===== config.mk =====
export PLATFORM = sky130hd
export DESIGN_NAME = sss_status
export DESIGN_NICKNAME = d
export VERILOG_FILES = /design/src/pkg/sss_pkg.sv /design/src/pkg/sss_grp_if.sv /design/src/logic/sss_group.sv /design/src/logic/sss_queue.sv /design/src/logic/sss_status.sv
export SDC_FILE = /design/constraint.sdc
export NUM_CORES = 1
export LEC_CHECK = 0
export ABC_AREA = 0
export BUFFER_PORTS_ARGS = -buffer_cell sky130_fd_sc_hd__buf_2
export CAP_MARGIN = 20
export CORE_UTILIZATION = 64
export DETAILED_ROUTE_END_ITERATION = 10
export GPL_TIMING_DRIVEN = 0
export PLACE_DENSITY = 0.86
export SLEW_MARGIN = 30
export SYNTH_ARGS = -nofsm -noshare
export SYNTH_HDL_FRONTEND = slang
export SYNTH_HIERARCHICAL = 1
export SYNTH_SLANG_ARGS = --single-unit

===== constraint.sdc =====
create_clock -name clk_i -period 8.5 [get_ports clk_i]
set_input_delay 1.275 -clock clk_i [delete_from_list [all_inputs] [get_ports clk_i]]
set_output_delay 1.275 -clock clk_i [all_outputs]
set_load 0.05 [all_outputs]

===== src/pkg/sss_pkg.sv =====
// sss_pkg: constants for the status summary and queue block
// assumes: one clock domain, synchronous active-high reset
package sss_pkg;
    // ************************************************
    // status byte bit positions
    // ************************************************
    localparam int STB_ERRQ_BIT = 2;
    localparam int STB_FAULT_BIT = 3;
    localparam int STB_REPLY_BIT = 4;
    localparam int STB_RQ_BIT = 6;
    localparam int STB_NORM_BIT = 7;
    // ************************************************
    // group roll-up positions
    // ************************************************
    localparam int TOP_PHASE_BIT = 13;
    localparam int OP_PHASE_BASE = 0;
    localparam int QU_PHASE_BASE = 1;
    localparam int NUM_PHASES = 3;
    // ************************************************
    // per-phase field positions and used-bit masks
    // ************************************************
    localparam int OPB_MEASURE_RUNNING = 4;
    localparam int OPB_MEASURE_ARMED = 5;
    localparam int OPB_SEQ_RUNNING = 6;
    localparam int OPB_SEQ_ARMED = 7;
    localparam int OPB_CONSTANT_VOLTAGE_MODE = 8;
    localparam int OPB_SOFT_RAMP_ACTIVE = 9;
    localparam int OPB_SYNC_RUNNING = 10;
    localparam logic [15:0] OP_USED_MASK = 16'h07F0;
    localparam int QB_HIGH_VOLTAGE_TRIP = 0;
    localparam int QB_RMS_CURRENT_LIMITING = 12;
    localparam logic [15:0] QU_USED_MASK = 16'h1FFF;
    localparam logic [15:0] OP_ROLLUP_MASK = 16'h0007;
    localparam logic [15:0] QU_ROLLUP_MASK = 16'h000E;
    // ************************************************
    // reset values and error codes
    // ************************************************
    localparam logic [15:0] REG_RESET = 16'h0000;
    localparam logic [7:0] BYTE_RESET = 8'h00;
    localparam logic [15:0] ERR_QUEUE_OVERFLOW = 16'hFEA2; // -350
    localparam int ERR_TEXT_W = 16;
    localparam logic [15:0] ERR_OVERFLOW_TEXT = 16'h0001;
    // ************************************************
    // register-select encoding for the read port
    // ************************************************
    typedef enum logic [3:0] {
        SSS_SEL_OP_ROLLUP,
        SSS_SEL_OP_STATE,
        SSS_SEL_QU_ROLLUP,
        SSS_SEL_QU_STATE,
        SSS_SEL_TOP_OP,
        SSS_SEL_TOP_QU
    } sss_sel_t;
endpackage : sss_pkg


===== src/pkg/sss_grp_if.sv =====
// sss_grp_if: signals of one status group
// assumes: driven by the top, served by sss_group
`timescale 1ns/1ps
`default_nettype none
interface sss_grp_if;
    logic [15:0] cond;
    logic [15:0] ptr;
    logic [15:0] ntr;
    logic [15:0] enable;
    logic        clear;
    logic [15:0] event_q;
    logic        summary;
    modport grp (input cond, ptr, ntr, enable, clear,
                 output event_q, summary);
    modport user (output cond, ptr, ntr, enable, clear,
                  input event_q, summary);
endinterface : sss_grp_if
`default_nettype wire


===== src/logic/sss_group.sv =====
// sss_group: condition, transition filters, event latch, enable
// assumes: condition is synchronous to clk_i
`timescale 1ns/1ps
`default_nettype none
module sss_group
(
    input  wire logic clk_i,
    input  wire logic rst_i,
    sss_grp_if.grp    g
);
    logic [15:0] cond_reg;
    logic [15:0] event_reg;
    logic [15:0] rise;
    logic [15:0] fall;
    assign rise = g.cond & ~cond_reg & g.ptr;
    assign fall = ~g.cond & cond_reg & g.ntr;
    always_ff @(posedge clk_i)
    begin
        if (rst_i)
            cond_reg <= sss_pkg::REG_RESET;
        else
            cond_reg <= g.cond;
    end
    // set wins over clear so no edge is lost
    always_ff @(posedge clk_i)
    begin
        if (rst_i)
            event_reg <= sss_pkg::REG_RESET;
        else if (g.clear)
            event_reg <= rise | fall;
        else
            event_reg <= event_reg | rise | fall;
    end
    assign g.event_q = event_reg;
    assign g.summary = |(event_reg & g.enable);
endmodule : sss_group
`default_nettype wire


===== src/logic/sss_queue.sv =====
// sss_queue: plain fifo, optional overflow substitution
// assumes: push and pop synchronous to clk_i
`timescale 1ns/1ps
`default_nettype none
module sss_queue
#(
    parameter int          WIDTH    = 32,
    parameter int          DEPTH    = 8,
    parameter bit          SUBST    = 1'b0,
    parameter logic [31:0] OVF_WORD = 32'h0000_0000
)
(
    input  wire logic             clk_i,
    input  wire logic             rst_i,
    input  wire logic             push_i,
    input  wire logic [WIDTH-1:0] data_i,
    input  wire logic             pop_i,
    output logic      [WIDTH-1:0] data_o,
    output logic                  nonempty_o,
    output logic                  full_o
);
    localparam int AW = $clog2(DEPTH);
    initial
    begin
        if (DEPTH < 2 || (DEPTH & (DEPTH - 1)) != 0 || WIDTH > 32)
            $error("sss_queue: bad DEPTH or WIDTH");
    end
    logic [WIDTH-1:0] mem [DEPTH];
    logic [AW-1:0]    wr_reg;
    logic [AW-1:0]    rd_reg;
    logic [AW:0]      cnt_reg;
    logic             do_pop;
    logic             do_push;
    logic             ovf;
    assign full_o     = (cnt_reg == (AW+1)'(DEPTH));
    assign nonempty_o = (cnt_reg != '0);
    assign data_o     = mem[rd_reg];
    assign do_pop     = pop_i && nonempty_o;
    assign do_push    = push_i && (!full_o || do_pop);
    assign ovf        = push_i && full_o && !do_pop;
    // newest slot sits just behind the write pointer
    always_ff @(posedge clk_i)
    begin
        if (do_push)
            mem[wr_reg] <= data_i;
        else if (SUBST && ovf)
            mem[wr_reg - AW'(1)] <= OVF_WORD[WIDTH-1:0];
    end
    always_ff @(posedge clk_i)
    begin
        if (rst_i)
        begin
            wr_reg  <= '0;
            rd_reg  <= '0;
            cnt_reg <= '0;
        end
        else
        begin
            if (do_push)
                wr_reg <= wr_reg + AW'(1);
            if (do_pop)
                rd_reg <= rd_reg + AW'(1);
            cnt_reg <= cnt_reg + (AW+1)'(do_push) - (AW+1)'(do_pop);
        end
    end
endmodule : sss_queue
`default_nettype wire


===== src/logic/sss_status.sv =====
// sss_status: status byte, service request, queues, phase roll-up
// assumes: controller requests are one-cycle strobes on clk_i
//
// What this block does
// - live service summary ORs enabled status bits
// - status query returns summary, changes nothing
// - service request raises line, latches bit 6
// - serial poll returns, clears latched request
// - error queue holds code and text until read
// - overflow replaces newest entry with -350
// - output queue holds replies until read
// - reply waiting sets status bit 4
// - operation roll-up bits 0..2 are phases
// - operation roll-up feeds top bit 13
// - three per-phase operation condition registers
// - bits 4,5 measure running and armed
// - bits 6,7 sequence running and armed
// - bits 8..10 voltage mode, ramp, sync
// - questionable roll-up feeds top bit 13
// - questionable phases at roll-up bits 1..3
// - fault trips at bits 0..4
// - more trips at bits 5..9
// - limiting at bits 10..12, rest zero
// - split-phase mode reports phases 1,2 only
// - groups: condition, filters, event, enable
// - questionable summary drives status bit 3
// - error queue nonempty sets status bit 2
// - enabled operation event sets status bit 7
`timescale 1ns/1ps
`default_nettype none
module sss_status
#(
    parameter int ERR_DEPTH = 8,
    parameter int OUT_DEPTH = 8,
    parameter int OUT_W     = 8
)
(
    input  wire logic            clk_i,
    input  wire logic            rst_i,
    input  wire logic            split_phase_i,
    input  wire logic [3*16-1:0] op_cond_i,
    input  wire logic [3*16-1:0] qu_cond_i,
    input  wire logic [15:0]     top_op_cond_i,
    input  wire logic [15:0]     top_qu_cond_i,
    input  wire logic [15:0]     ptr_i,
    input  wire logic [15:0]     ntr_i,
    input  wire logic [15:0]     grp_enable_i,
    input  wire logic [7:0]      srq_enable_i,
    input  wire logic            esb_i,
    input  wire logic            stb_query_i,
    input  wire logic            serial_poll_i,
    input  wire logic            err_push_i,
    input  wire logic [15:0]     err_code_i,
    input  wire logic [15:0]     err_text_i,
    input  wire logic            err_query_i,
    input  wire logic            reply_push_i,
    input  wire logic [OUT_W-1:0] reply_data_i,
    input  wire logic            reply_read_i,
    input  wire logic            reg_read_i,
    input  wire logic [3:0]      reg_sel_i,
    input  wire logic [1:0]      reg_phase_i,
    output logic                 srq_o,
    output logic [7:0]           stb_reply_o,
    output logic                 stb_valid_o,
    output logic [7:0]           poll_reply_o,
    output logic                 poll_valid_o,
    output logic [31:0]          err_reply_o,
    output logic                 err_valid_o,
    output logic [OUT_W-1:0]     reply_data_o,
    output logic                 reply_valid_o,
    output logic [15:0]          reg_data_o,
    output logic                 reg_valid_o
);
    initial
    begin
        if (OUT_W < 1 || OUT_W > 32)
            $error("sss_status: OUT_W out of range");
    end
    // ************************************************
    // per-phase groups
    // ************************************************
    localparam int NP = sss_pkg::NUM_PHASES;
    logic [NP-1:0] op_ph_sum;
    logic [NP-1:0] qu_ph_sum;
    logic [15:0]   op_ph_ev [NP];
    logic [15:0]   qu_ph_ev [NP];
    logic [NP-1:0] ph_live;
    logic [6:0]    rd_req;
    assign rd_req = {reg_read_i, reg_sel_i, reg_phase_i};
    genvar p;
    generate
        for (p = 0; p < NP; p++)
        begin : g_phase
            sss_grp_if opg ();
            sss_grp_if qug ();
            // phase 3 is silent in split-phase mode
            assign ph_live[p] = !(split_phase_i && p == NP - 1);
            assign opg.cond   = ph_live[p] ?
                op_cond_i[p*16 +: 16] & sss_pkg::OP_USED_MASK
                : sss_pkg::REG_RESET;
            assign qug.cond   = ph_live[p] ?
                qu_cond_i[p*16 +: 16] & sss_pkg::QU_USED_MASK
                : sss_pkg::REG_RESET;
            assign opg.ptr    = ptr_i;
            assign opg.ntr    = ntr_i;
            assign qug.ptr    = ptr_i;
            assign qug.ntr    = ntr_i;
            assign opg.enable = grp_enable_i;
            assign qug.enable = grp_enable_i;
            assign opg.clear  = rd_evt_clr(rd_req, p, 1'b0);
            assign qug.clear  = rd_evt_clr(rd_req, p, 1'b1);
            assign op_ph_sum[p] = opg.summary;
            assign qu_ph_sum[p] = qug.summary;
            assign op_ph_ev[p]  = opg.event_q;
            assign qu_ph_ev[p]  = qug.event_q;
            sss_group u_op (.clk_i(clk_i), .rst_i(rst_i), .g(opg));
            sss_group u_qu (.clk_i(clk_i), .rst_i(rst_i), .g(qug));
        end
    endgenerate
    // event registers clear when software reads them; reg_phase_i 3 reads phase 3 but clears nothing
    // read request passed in so the assigns see every change of it
    function automatic logic rd_evt_clr(input logic [6:0] rq, input int ph,
                                        input logic qu);
        logic [3:0] want;
        want = qu ? sss_pkg::SSS_SEL_QU_STATE : sss_pkg::SSS_SEL_OP_STATE;
        rd_evt_clr = rq[6] && rq[5:2] == want && int'(rq[1:0]) == ph;
    endfunction : rd_evt_clr
    // ************************************************
    // roll-up registers and top groups
    // ************************************************
    logic [15:0] op_rollup;
    logic [15:0] qu_rollup;
    always_comb
    begin
        op_rollup = sss_pkg::REG_RESET;
        qu_rollup = sss_pkg::REG_RESET;
        op_rollup[sss_pkg::OP_PHASE_BASE +: NP] = op_ph_sum;
        qu_rollup[sss_pkg::QU_PHASE_BASE +: NP] = qu_ph_sum;
    end
    sss_grp_if top_op ();
    sss_grp_if top_qu ();
    always_comb
    begin
        top_op.cond = top_op_cond_i;
        top_op.cond[sss_pkg::TOP_PHASE_BIT] = |op_rollup;
        top_qu.cond = top_qu_cond_i;
        top_qu.cond[sss_pkg::TOP_PHASE_BIT] = |qu_rollup;
    end
    assign top_op.ptr    = ptr_i;
    assign top_op.ntr    = ntr_i;
    assign top_qu.ptr    = ptr_i;
    assign top_qu.ntr    = ntr_i;
    assign top_op.enable = grp_enable_i;
    assign top_qu.enable = grp_enable_i;
    assign top_op.clear  = reg_read_i
                           && reg_sel_i == sss_pkg::SSS_SEL_TOP_OP;
    assign top_qu.clear  = reg_read_i
                           && reg_sel_i == sss_pkg::SSS_SEL_TOP_QU;
    sss_group u_top_op (.clk_i(clk_i), .rst_i(rst_i), .g(top_op));
    sss_group u_top_qu (.clk_i(clk_i), .rst_i(rst_i), .g(top_qu));
    // ************************************************
    // error and output queues
    // ************************************************
    logic [31:0]      err_head;
    logic             error_queue_nonempty;
    logic [OUT_W-1:0] out_head;
    logic             reply_waiting;
    sss_queue #(
        .WIDTH    (32),
        .DEPTH    (ERR_DEPTH),
        .SUBST    (1'b1),
        .OVF_WORD ({sss_pkg::ERR_QUEUE_OVERFLOW,
                    sss_pkg::ERR_OVERFLOW_TEXT})
    ) u_err (
        .clk_i      (clk_i),
        .rst_i      (rst_i),
        .push_i     (err_push_i),
        .data_i     ({err_code_i, err_text_i}),
        .pop_i      (err_query_i),
        .data_o     (err_head),
        .nonempty_o (error_queue_nonempty),
        .full_o     ()
    );
    sss_queue #(
        .WIDTH (OUT_W),
        .DEPTH (OUT_DEPTH)
    ) u_out (
        .clk_i      (clk_i),
        .rst_i      (rst_i),
        .push_i     (reply_push_i),
        .data_i     (reply_data_i),
        .pop_i      (reply_read_i),
        .data_o     (out_head),
        .nonempty_o (reply_waiting),
        .full_o     ()
    );
    // ************************************************
    // status byte and service request
    // ************************************************
    logic [7:0] stb;
    logic       live_service_summary;
    logic       latched_service_request_reg;
    logic       summary_reg;
    always_comb
    begin
        stb = sss_pkg::BYTE_RESET;
        stb[sss_pkg::STB_ERRQ_BIT]  = error_queue_nonempty;
        stb[sss_pkg::STB_FAULT_BIT] = top_qu.summary;
        stb[sss_pkg::STB_REPLY_BIT] = reply_waiting;
        stb[5]                      = esb_i;
        stb[sss_pkg::STB_NORM_BIT]  = top_op.summary;
    end
    // bit 6 of the enable is ignored, it cannot feed itself
    assign live_service_summary = |(stb & srq_enable_i);
    always_ff @(posedge clk_i)
    begin
        if (rst_i)
            summary_reg <= 1'b0;
        else
            summary_reg <= live_service_summary;
    end
    // a new rising request wins over a poll clear
    always_ff @(posedge clk_i)
    begin
        if (rst_i)
            latched_service_request_reg <= 1'b0;
        else if (live_service_summary && !summary_reg)
            latched_service_request_reg <= 1'b1;
        else if (serial_poll_i)
            latched_service_request_reg <= 1'b0;
    end
    always_ff @(posedge clk_i)
    begin
        if (rst_i)
            srq_o <= 1'b0;
        else
            srq_o <= latched_service_request_reg;
    end
    always_ff @(posedge clk_i)
    begin
        if (rst_i)
        begin
            stb_reply_o <= sss_pkg::BYTE_RESET;
            stb_valid_o <= 1'b0;
        end
        else
        begin
            stb_valid_o <= stb_query_i;
            if (stb_query_i)
            begin
                stb_reply_o <= stb;
                stb_reply_o[sss_pkg::STB_RQ_BIT] <= live_service_summary;
            end
        end
    end
    always_ff @(posedge clk_i)
    begin
        if (rst_i)
        begin
            poll_reply_o <= sss_pkg::BYTE_RESET;
            poll_valid_o <= 1'b0;
        end
        else
        begin
            poll_valid_o <= serial_poll_i;
            if (serial_poll_i)
            begin
                poll_reply_o <= stb;
                poll_reply_o[sss_pkg::STB_RQ_BIT]
                    <= latched_service_request_reg;
            end
        end
    end
    // ************************************************
    // queue and register read ports
    // ************************************************
    always_ff @(posedge clk_i)
    begin
        if (rst_i)
        begin
            err_reply_o   <= 32'h0000_0000;
            err_valid_o   <= 1'b0;
            reply_data_o  <= '0;
            reply_valid_o <= 1'b0;
        end
        else
        begin
            // empty error queue answers code zero
            err_valid_o   <= err_query_i;
            err_reply_o   <= error_queue_nonempty ? err_head
                             : 32'h0000_0000;
            reply_valid_o <= reply_read_i && reply_waiting;
            reply_data_o  <= out_head;
        end
    end
    logic [15:0] rd_mux;
    logic [1:0]  ph;
    always_comb
    begin
        ph = (reg_phase_i > 2'(NP - 1)) ? 2'(NP - 1) : reg_phase_i;
        case (reg_sel_i)
            sss_pkg::SSS_SEL_OP_ROLLUP: rd_mux = op_rollup;
            sss_pkg::SSS_SEL_OP_STATE:  rd_mux = op_ph_ev[ph];
            sss_pkg::SSS_SEL_QU_ROLLUP: rd_mux = qu_rollup;
            sss_pkg::SSS_SEL_QU_STATE:  rd_mux = qu_ph_ev[ph];
            sss_pkg::SSS_SEL_TOP_OP:    rd_mux = top_op.event_q;
            sss_pkg::SSS_SEL_TOP_QU:    rd_mux = top_qu.event_q;
            default:                    rd_mux = sss_pkg::REG_RESET;
        endcase
    end
    always_ff @(posedge clk_i)
    begin
        if (rst_i)
        begin
            reg_data_o  <= sss_pkg::REG_RESET;
            reg_valid_o <= 1'b0;
        end
        else
        begin
            reg_valid_o <= reg_read_i;
            if (reg_read_i)
                reg_data_o <= rd_mux;
        end
    end
endmodule : sss_status
`default_nettype wire


After elaboration in Yosys (flattened, before gate mapping)
Memory sizes are Yosys's and may differ from the RTL's. A register that Yosys moved wholly into a read port is not among the register bits. Cells that the tools add are included.

Add/sub/neg operators: 9. Bitwise logic cells: 83. Reduce and logical (&&, ||, !) cells: 41. Equality and inequality tests: 9. Mux-type cells: 30. Magnitude comparators: 2.

Operators with widths (count): $and A16 B16 Y16 (34); $or A16 B16 Y16 (24); $mux W16 (12); $not A16 Y16 (10); $reduce_or A16 Y1 (8); $pmux W16 S6 (1); $reduce_or A48 Y1 (2); $bmux W16 S2 (2); $and A11 B16 Y16 (3); $and A13 B16 Y16 (3); $not A11 Y16 (3); $not A13 Y16 (3); $mux W32 (1); $reduce_or A32 Y1 (1); $logic_and A1 B1 Y1 (17); $mux W13 (1); $add A3 B1 Y3 const B (4); $mux W11 (1); $mux W1 (10); $add A4 B1 Y4 (2); $and A8 B8 Y8 (1); $eq A4 B2 Y1 const B (2); $eq A4 B3 Y1 const B (2); $eq A4 B4 Y1 const B (2); 18 further kinds (25).

Memories: 2. Logic and storage cells: 213. Bits in writable memories: 320. Register bits: 312. Output and inout bits: 78.

Memories: u_err.mem (depth 8, bits a word 32, read ports 1, clocked after Yosys merged registers in 1, write ports 1, line sss_queue.sv:28) `logic [WIDTH-1:0] mem [DEPTH];`; u_out.mem (depth 8, bits a word 8, read ports 1, clocked after Yosys merged registers in 1, write ports 1, line sss_queue.sv:28).

Depth between registers and ports, before layout
Gate-level depths: netlist (run 1).

Word-level depth: 9. Gate-level depth with buffers: 11. Depth with buffers taken out: 10.

Modules after synthesis
Netlist (run 1), hierarchy kept.

By module, submodules not included: sss_queue (u_err) (instances 1, area each 10679.0 um2, cells each 509, sequential area each 7947.6 um2); sss_group (instances 8, area each 1301.2 um2, cells each 125, sequential area each 640.6 um2); sss_status (instances 1, area each 3950.0 um2, cells each 408, sequential area each 1521.5 um2); sss_queue (u_out) (instances 1, area each 3181.8 um2, cells each 187, sequential area each 2182.1 um2).

Worst setup path before layout (run 1)
No wires, ideal clock.

Path type: input to register. Start point: in err_query_i. End point: mem u_err.mem[1][0] (enable). Cell stages on the path: 5. Slack: 4524 ps. Setup time: 432 ps. Required time: 8068 ps. Arrival: 3544 ps. Path through: nor2b_1 -> buf_2 -> nor3_2 -> or3_1 -> a21oi_1.

Longest elaborated chain between the ends: 8. Elaborated cells on any way between the ends: 13. Classes of those cells: 7 x mux; 6 x reduce/logical.

Ends and longest elaborated chain: from (decl) (line sss_status.sv:55) `input wire logic err_query_i,`; $logic_and A1 B1 Y1 (*) (line sss_queue.sv:38) `assign do_pop = pop_i && nonempty_o;`; $logic_not A1 Y1 (line sss_queue.sv:40) `assign ovf = push_i && full_o && !do_pop;`; $logic_and A1 B1 Y1 (line sss_queue.sv:40); $mux W1 (line sss_queue.sv:46) `else if (SUBST && ovf)`; $mux W1 (line sss_queue.sv:44) `if (do_push)`; $mux W1 (implied by the code) (line sss_queue.sv:47) `mem[wr_reg - AW'(1)] <= OVF_WORD[WIDTH-1:0];`; $reduce_or A32 Y1 (no line); $mux W3 (no line) / $mux W1 (equally long branches); to (decl) (line sss_queue.sv:28).

Mark *: on every way between the ends. The rest lies on a longest branch, timed or not.

Final worst setup path (run 1)
Start point: in reg_phase_i[1]. End point: reg g_phase[0].u_op.event_reg[3].

Longest elaborated chain between the ends: 3.

Ends and longest elaborated chain: from (decl) (line sss_status.sv:61) `input wire logic [1:0] reg_phase_i,`; $logic_not A2 Y1 (line sss_status.sv:126) `rd_evt_clr = rq[6] && rq[5:2] == want && int'(rq[1:0]) == ph;`; $logic_and A1 B1 Y1 (line sss_status.sv:126); net g_phase[0].opg.clear (line sss_grp_if.sv:10) `logic clear;`; $mux W16 (line sss_group.sv:29) `else if (g.clear)`; to (signal assigned) (line sss_group.sv:28) `event_reg <= sss_pkg::REG_RESET;`; to (signal assigned) (line sss_group.sv:30) `event_reg <= rise | fall;`; to (signal assigned) (line sss_group.sv:32) `event_reg <= event_reg | rise | fall;`; to (decl) (line sss_group.sv:12) `logic [15:0] event_reg;`.

The timed path passes the listed nets, and every way through them passes these cells. A chain may end at the register's enable or synchronous reset.

==> results of run 1 <==
[metal layers]
metal	up-vias	GRT usage	wire length, µm	share of wire
li1	8779	-	-	-
met2	1198	0.617	40100	0.48
met3	264	0.0871	7930	0.095
met4	6	0.175	4190	0.050
met1	9981	0.465	31400	0.38
met5	-	0	39	0.00047
[power by group]
group | internal, mW | switching, mW
registers | 3.80 | 0.174
logic | 0.823 | 1.23
clock network | 1.66 | 1.26
total | 6.29 | 2.67
[layout by cell type, fill, tap and decap left out, types with 33 or more instances in the layout]
cell type and n:
and2_1 55, nor2_1 40, a22o_1 33, dfxtp_1 358, clkbuf_1 55, mux2i_1 60
nor2b_1 168, nand3b_1 264, clkbuf_16 71, nand2_1 33, a31oi_1 130, mux2_2 54
nand2b_1 158, edfxtp_1 320, buf_2 295, mux4_2 80, a221oi_2 38, conb_1 112
[final cells by class]
class | count | area [µm²] | area share
flip-flops and latches | 678 | 16800 | 0.504
multi-input cells | 1413 | 11300 | 0.339
clock buffers | 99 | 1980 | 0.0595
repair buffers | 280 | 1640 | 0.0493
well taps | 585 | 732 | 0.0220
plain buffers | 102 | 581 | 0.0174
clock inverters | 26 | 199 | 0.00597
inverters | 21 | 91.3 | 0.00274
diodes | 13 | 32.5 | 0.000976
[worst paths after layout]
path,end,slack [ns]
max,g_phase[0].u_op/g.event_q[3],5.17
min reg2reg,latched_service_request_reg,0.43
max reg2reg,u_err/mem[2][21],5.61
min,latched_service_request_reg,0.43
[per-stage QoR]
step	setup WS [ns]	total power [mW]
after detailed placement	4.70	6.04
after global routing	5.17	9.25
after CTS	5.31	8.97
after floorplan	4.52	5.38
final	5.17	8.96
after global placement	2.80	5.86
==> metrics.md, run 1 <==
| Metric | Value |
|---|---|
| Crit-path max FO | `10` |
| H-tree lvl count | `3` |
| Clock Path Buffers | `3` |
| Synth-to-Final Area Change | `18.1%` |
| DRT antenna net count | `0` |
| Worst path slowest cell | `nor2_1` |
| Max VDD drop | `0.211 mV` |
| P_leak | `12.1 nW` |
| Pin count of the biggest net entering global routing | `52` |
| Die area | `44900 µm²` |
| Post-DP Area | `31100 µm²` |
| Setup violations, final | `0` |
| CP startpoint kind | `input port` |
| Required @ worst endpoint | `8.98 ns` |
| Dpl hpwl | `56000 µm` |
| Core box area | `43300 µm²` |
| Die H | `212 µm` |
| Nets | `2822` |
| Layout cells sized above 1 | `0.245` |
| Syn avg cell area | `13.4 µm²` |
| WS Path Type | `input port to flop` |
| Row cnt | `76` |
| # fillers | `2629` |
| CP Buf/Inv Count | `3` |
| Endpoints failing hold | `0` |
| Cell Chain, Critical Path | `buf_4 -> clkbuf_1 -> or3b_2 -> nor2_1 -> buf_2 -> nand2b_1 -> a31oi_1` |
| Final wirelength | `83700 µm` |
| PwrDens | `269 nW/µm²` |
| TritonRoute pass-1 iters | `6` |
| Unrepaired setup endpoints after global routing | `false` |
| Setup tns final | `0 ns` |
| Avg WL per Cell | `26.0 µm` |
| CP endpoint kind | `flop` |
| Top Registers | `u_err/mem: 256 flops, u_out/mem: 64 flops` |
| Port Buffer Count | `267` |
| Worst min path class | `flop to flop` |
| Max Cap Violations | `0` |
| DRC viols | `0` |
| Worst-skew pair later-pin latency | `0.61 ns` |
| Initial antenna violation count | `15` |
| Vias in the first global route | `19878` |
| Placed Instances | `3079` |
| Final min period | `3.33 ns` |
| Cts hold-fix bufs | `0` |
| TritonCTS clock tree | `yes` |
| Outcome | `finished, final reports clean` |
| Largest Register | `u_err/mem` |
| Chip Width | `212 µm` |
| Critical Path Stages | `7` |
| Clk sinks | `678` |
| Worst Hold Depth | `1` |
| Clk slew on worst S/H paths | `0.07 ns` |
| First-pass GRT wire length | `121000 µm` |
| Vias | `20228` |
| Syn Std Cell Area | `28200 µm²` |
| Final Cell Area | `33300 µm²` |
| Slew HR | `0.257` |
| Ys Warns | `6` |
| # resized after CTS | `0` |
| GPL Wtd Cong | `0.963` |
| IO Count | `319` |
| Worst reg2reg startpoint | `u_err/wr_reg[1]` |
| Layout Skew | `0.0239 ns` |
| Worst-Margin Slew | `1.11 ns` |
| Number of cells on the worst reg-to-reg path | `7` |
| Max reg flops | `256` |
| Worst hold start | `summary_reg` |
| Fmax | `300 MHz` |
| Util after Layout | `0.770` |
| CP arrival | `3.81 ns` |
| Synth Instances | `2103` |
| Cts bufs inserted | `68` |
| Worst path max stage delay | `0.77 ns` |
| Period utilization | `0.392` |
| Vias per inst | `6.29` |
| Beginning of the critical path | `reg_phase_i[1]` |
| Clock Tree Root | `clkbuf_16` |
| Top delay family on crit path | `simple AND/OR/NAND/NOR gates` |
| 1st-iter DRT viols | `2095` |
| Final Max Slew Viols | `0` |
| Initial Util | `0.652` |
| Min Hold Slack | `0.434 ns` |
| Post-CTS setup buffers | `0` |
| GRT overflow | `0` |
| Total track usage | `0.373` |
| Final std cells w/o fill | `3217` |
No activity file was read; power rests on OpenSTA's default activity.
==> run 2: changes to the inputs <==
--- a/config.mk
+++ b/config.mk
@@ -5,13 +5,13 @@
 export SDC_FILE = /design/constraint.sdc
 export NUM_CORES = 1
 export LEC_CHECK = 0
-export ABC_AREA = 0
+export ABC_AREA = 1
 export BUFFER_PORTS_ARGS = -buffer_cell sky130_fd_sc_hd__buf_2
 export CAP_MARGIN = 20
-export CORE_UTILIZATION = 64
+export CORE_UTILIZATION = 53
 export DETAILED_ROUTE_END_ITERATION = 10
 export GPL_TIMING_DRIVEN = 0
-export PLACE_DENSITY = 0.86
+export PLACE_DENSITY = 0.76
 export SLEW_MARGIN = 30
 export SYNTH_ARGS = -nofsm -noshare
 export SYNTH_HDL_FRONTEND = slang
==> constraint.sdc (replaced) <==
create_clock -name clk_i -period 3 [get_ports clk_i]
set_input_delay 0.45 -clock clk_i [delete_from_list [all_inputs] [get_ports clk_i]]
set_output_delay 0.45 -clock clk_i [all_outputs]
set_load 0.05 [all_outputs]
==> metrics.md, run 2 <==
| Metric | Value |
|---|---|
| Outcome | `finished, final reports clean` |
| Layout Skew | `0.0230 ns (-0.000979 ns)` |
| Worst slack at placement | `0.461 ns (-4.24 ns)` |
| Synth Register Bits | `678` |
| DRC viols | `0 (unchanged)` |
| Share of the synthesized area in the top cell type | `0.331` |
| CP arrival | `2.86 ns (-0.95 ns)` |
| CP startpoint kind | `flop` |
| Most frequent cell after synthesis | `nand2_1` |
| Most used flip-flop cell after synthesis | `dfxtp_1` |
| Final Cell Area | `34100 µm² (+2.2%)` |
| PwrDens | `789 nW/µm² (+190%)` |
| Worst Slack Setup Final | `0.460 ns (-4.71 ns)` |
| Synth cell types | `43` |
| Commonest cells after routing, fill and taps aside | `nand2_1 (841), nor2_1 (522), inv_1 (375)` |
| # fillers | `4532 (+72%)` |
| Syn avg cell area | `8.56 µm² (-36%)` |
| Max VDD drop | `0.648 mV (+210%)` |
| Chip Width | `236 µm (+11%)` |
| Cts hold-fix bufs | `0 (unchanged)` |
| IO Count | `319 (unchanged)` |
| Die H | `236 µm (+11%)` |
| R2r setup slk | `0.46 ns (-5.15 ns)` |
| Worst hold start | `top_qu_cond_i[4]` |
| Crit-path max FO | `17 (+7)` |
| Min Hold Slack | `0.0764 ns (-0.358 ns)` |
| TritonCTS clock tree | `yes` |
| Avg WL per Cell | `18.6 µm (-29%)` |
| Initial Util | `0.538 (-0.115)` |
| Setup violations, final | `0 (unchanged)` |
| Core box area | `54000 µm² (+25%)` |
| Port Buffer Count | `268 (+0.37%)` |
| CP Buf/Inv Count | `2 (-1)` |
| TritonRoute pass-1 iters | `8 (+2)` |
| Worst path max stage delay | `0.62 ns (-0.15 ns)` |
| Syn Std Cell Area | `29000 µm² (+2.9%)` |
| Max Cap Violations | `0 (unchanged)` |
| Final Max Slew Viols | `0 (unchanged)` |
| Number of cells on the worst reg-to-reg path | `10 (+3)` |
| Worst Hold Depth | `3 (+2)` |
| RR Endpoint | `u_err/mem[6][5]` |
| P_leak | `15.0 nW (+24%)` |
| Worst reg2reg startpoint | `u_err/cnt_reg[2]` |
| Synth-to-Final Area Change | `17.3%` |
| Worst-Margin Slew | `0.842 ns (-0.272 ns)` |
| Worst min path class | `input port to flop` |
| Clk sinks | `678 (unchanged)` |
| Post-DP Area | `31800 µm² (+2.1%)` |
| GPL Wtd Cong | `0.968 (+0.48%)` |
| Setup tns final | `0 ns (unchanged)` |
| Post-synth EDFFs | `320` |
| Worst-skew pair later-pin latency | `0.62 ns (about the same)` |
| DRT antenna net count | `0 (unchanged)` |
| First-pass GRT wire length | `129000 µm (+6.5%)` |
| Endpoints failing hold | `0 (unchanged)` |
| 1st-iter DRT viols | `2446 (+17%)` |
| Pin count of the biggest net entering global routing | `25 (-52%)` |
| Top delay family on crit path | `simple AND/OR/NAND/NOR gates` |
| Required @ worst endpoint | `3.32 ns (-5.66 ns)` |
| Clock Path Buffers | `3 (unchanged)` |
| Area leader, netlist | `edfxtp_1` |
| Top cells by area, synth | `edfxtp_1 (33%), dfxtp_1 (25%), nand2_1 (11%)` |
| Unrepaired setup endpoints after global routing | `false` |
| H-tree lvl count | `3 (unchanged)` |
| Hold Path End | `u_top_qu/cond_reg[4]` |
| Clock Tree Root | `clkbuf_16` |
| Vias per inst | `5.41 (-14%)` |
| Top Registers | `u_err/mem: 256 flops, u_out/mem: 64 flops` |
| Total track usage | `0.302 (-0.0711)` |
| Nets | `4055 (+44%)` |
| CP endpoint kind | `flop` |
| # resized after CTS | `0 (unchanged)` |
| Slew HR | `0.437 (+0.180)` |
| Worst path slowest cell | `nor2_4` |
| Final min period | `2.54 ns` |
| Synth Instances | `3392 (+61%)` |
| Die area | `55700 µm² (+24%)` |
| Ys Warns | `6 (unchanged)` |
| Clk slew on worst S/H paths | `0.06 ns (about the same)` |
| Cts bufs inserted | `70 (+2.9%)` |
| GRT overflow | `0 (unchanged)` |
| Final wirelength | `84700 µm (+1.1%)` |
| Vias | `24647 (+22%)` |
| Dpl hpwl | `59700 µm (+6.8%)` |
| Layout cells sized above 1 | `0.141 (-0.105)` |
| Max reg flops | `256 (unchanged)` |
| Fmax | `394 MHz` |
| Initial antenna violation count | `12 (-3)` |
| Vias in the first global route | `22932 (+15%)` |
| Post-CTS setup buffers | `0 (unchanged)` |
| Commonest cells post-synth | `nand2_1 (841), nor2_1 (530), inv_1 (375), dfxtp_1 (358), edfxtp_1 (320)` |
| WS Path Type | `flop to flop` |
| Most frequent cell on the critical path | `nand2_1` |
| Largest Register | `u_err/mem` |
| Asr flop ratio synth | `0` |
| Row cnt | `85 (+12%)` |
| Most common cell after layout, fill and taps aside | `nand2_1` |
| Seq/Total Area, Yosys | `0.578` |
| Period utilization | `0.847` |
| Cell Chain, Critical Path | `inv_1 -> ha_1 -> nand2_2 -> nand2_4 -> nand2_2 -> nand2_1 -> nand2_1 -> nand2_1 -> nor2_4 -> buf_16` |
[run 2: where the power goes]
part           leakage (nW)  switching (mW)  internal, mW
clock network          1.12            3.65          5.02
registers              5.88           0.466          10.9
logic                  7.97            4.80          2.01
[run 2: how the worst max path moves through the flow]
stage,start,end,slack (ns),depth (start not counted)
finish,u_err/cnt_reg[2],u_err/mem[6][5],0.46,10
global route,u_err/cnt_reg[2],u_err/mem[6][3],0.30,10
CTS,u_err/cnt_reg[2],u_err/mem[0][28],0.44,10
detailed placement,u_err/cnt_reg[2],u_err/mem[6][10],0.46,10
global placement,u_err/cnt_reg[2],u_err/mem[3][10],-1.20,9
floorplan,u_err/cnt_reg[2],u_err/mem[0][0],0.13,9
[run 2: tightest hold or removal path, stage by stage]
cell,delay [ns]
buf_2,0.09
inv_1,0.05
nor2_1,0.07
[run 2: kinds of logic (layout without fill, tap and decap cells)]
logic type	Yosys count	count (layout)	share of synthesized area
AO/OA/AOI/OAI	363	363	0.0660
XOR/XNOR	6	6	0.00181
adder cells (fa/ha/maj)	17	17	0.00784
AND/OR/NAND/NOR	1796	1796	0.263
flip-flops	678	678	0.578
other	1	67	0.000129
buffers and inverters	531	932	0.0833
[run 2: layer usage]
layer	vias up	part of all wire	global-route usage
li1	11715	-	-
met1	11407	0.41	0.402
met2	1288	0.45	0.475
met3	227	0.11	0.0662
met4	10	0.039	0.132
met5	-	0.00078	0
[run 2: per-stage QoR]
| stage | utilization | power [mW] | cells |
|---|---|---|---|
| 2_1_floorplan | - | 16.1 | 3449 |
| 3_3_place_gp | 0.582 | 18.0 | 4413 |
| 3_5_place_dp | 0.588 | 18.3 | 4421 |
| 4_1_cts | 0.630 | 26.9 | 4546 |
| 5_1_grt | 0.630 | 28.1 | 4549 |
| 6_report | 0.630 | 26.9 | 4555 |
[run 2: cell type report]
cell class / count / area (µm²) / share of cell area
timing repair buffer: 276 / 1560 / 0.0458
clock buffer: 98 / 1950 / 0.0572
tap: 696 / 871 / 0.0256
sequential: 678 / 16800 / 0.493
clock inverter: 27 / 323 / 0.00948
inverter: 398 / 1490 / 0.0439
antenna: 9 / 22.5 / 0.000661
multi-input combinational: 2240 / 10100 / 0.298
buffer: 133 / 925 / 0.0271
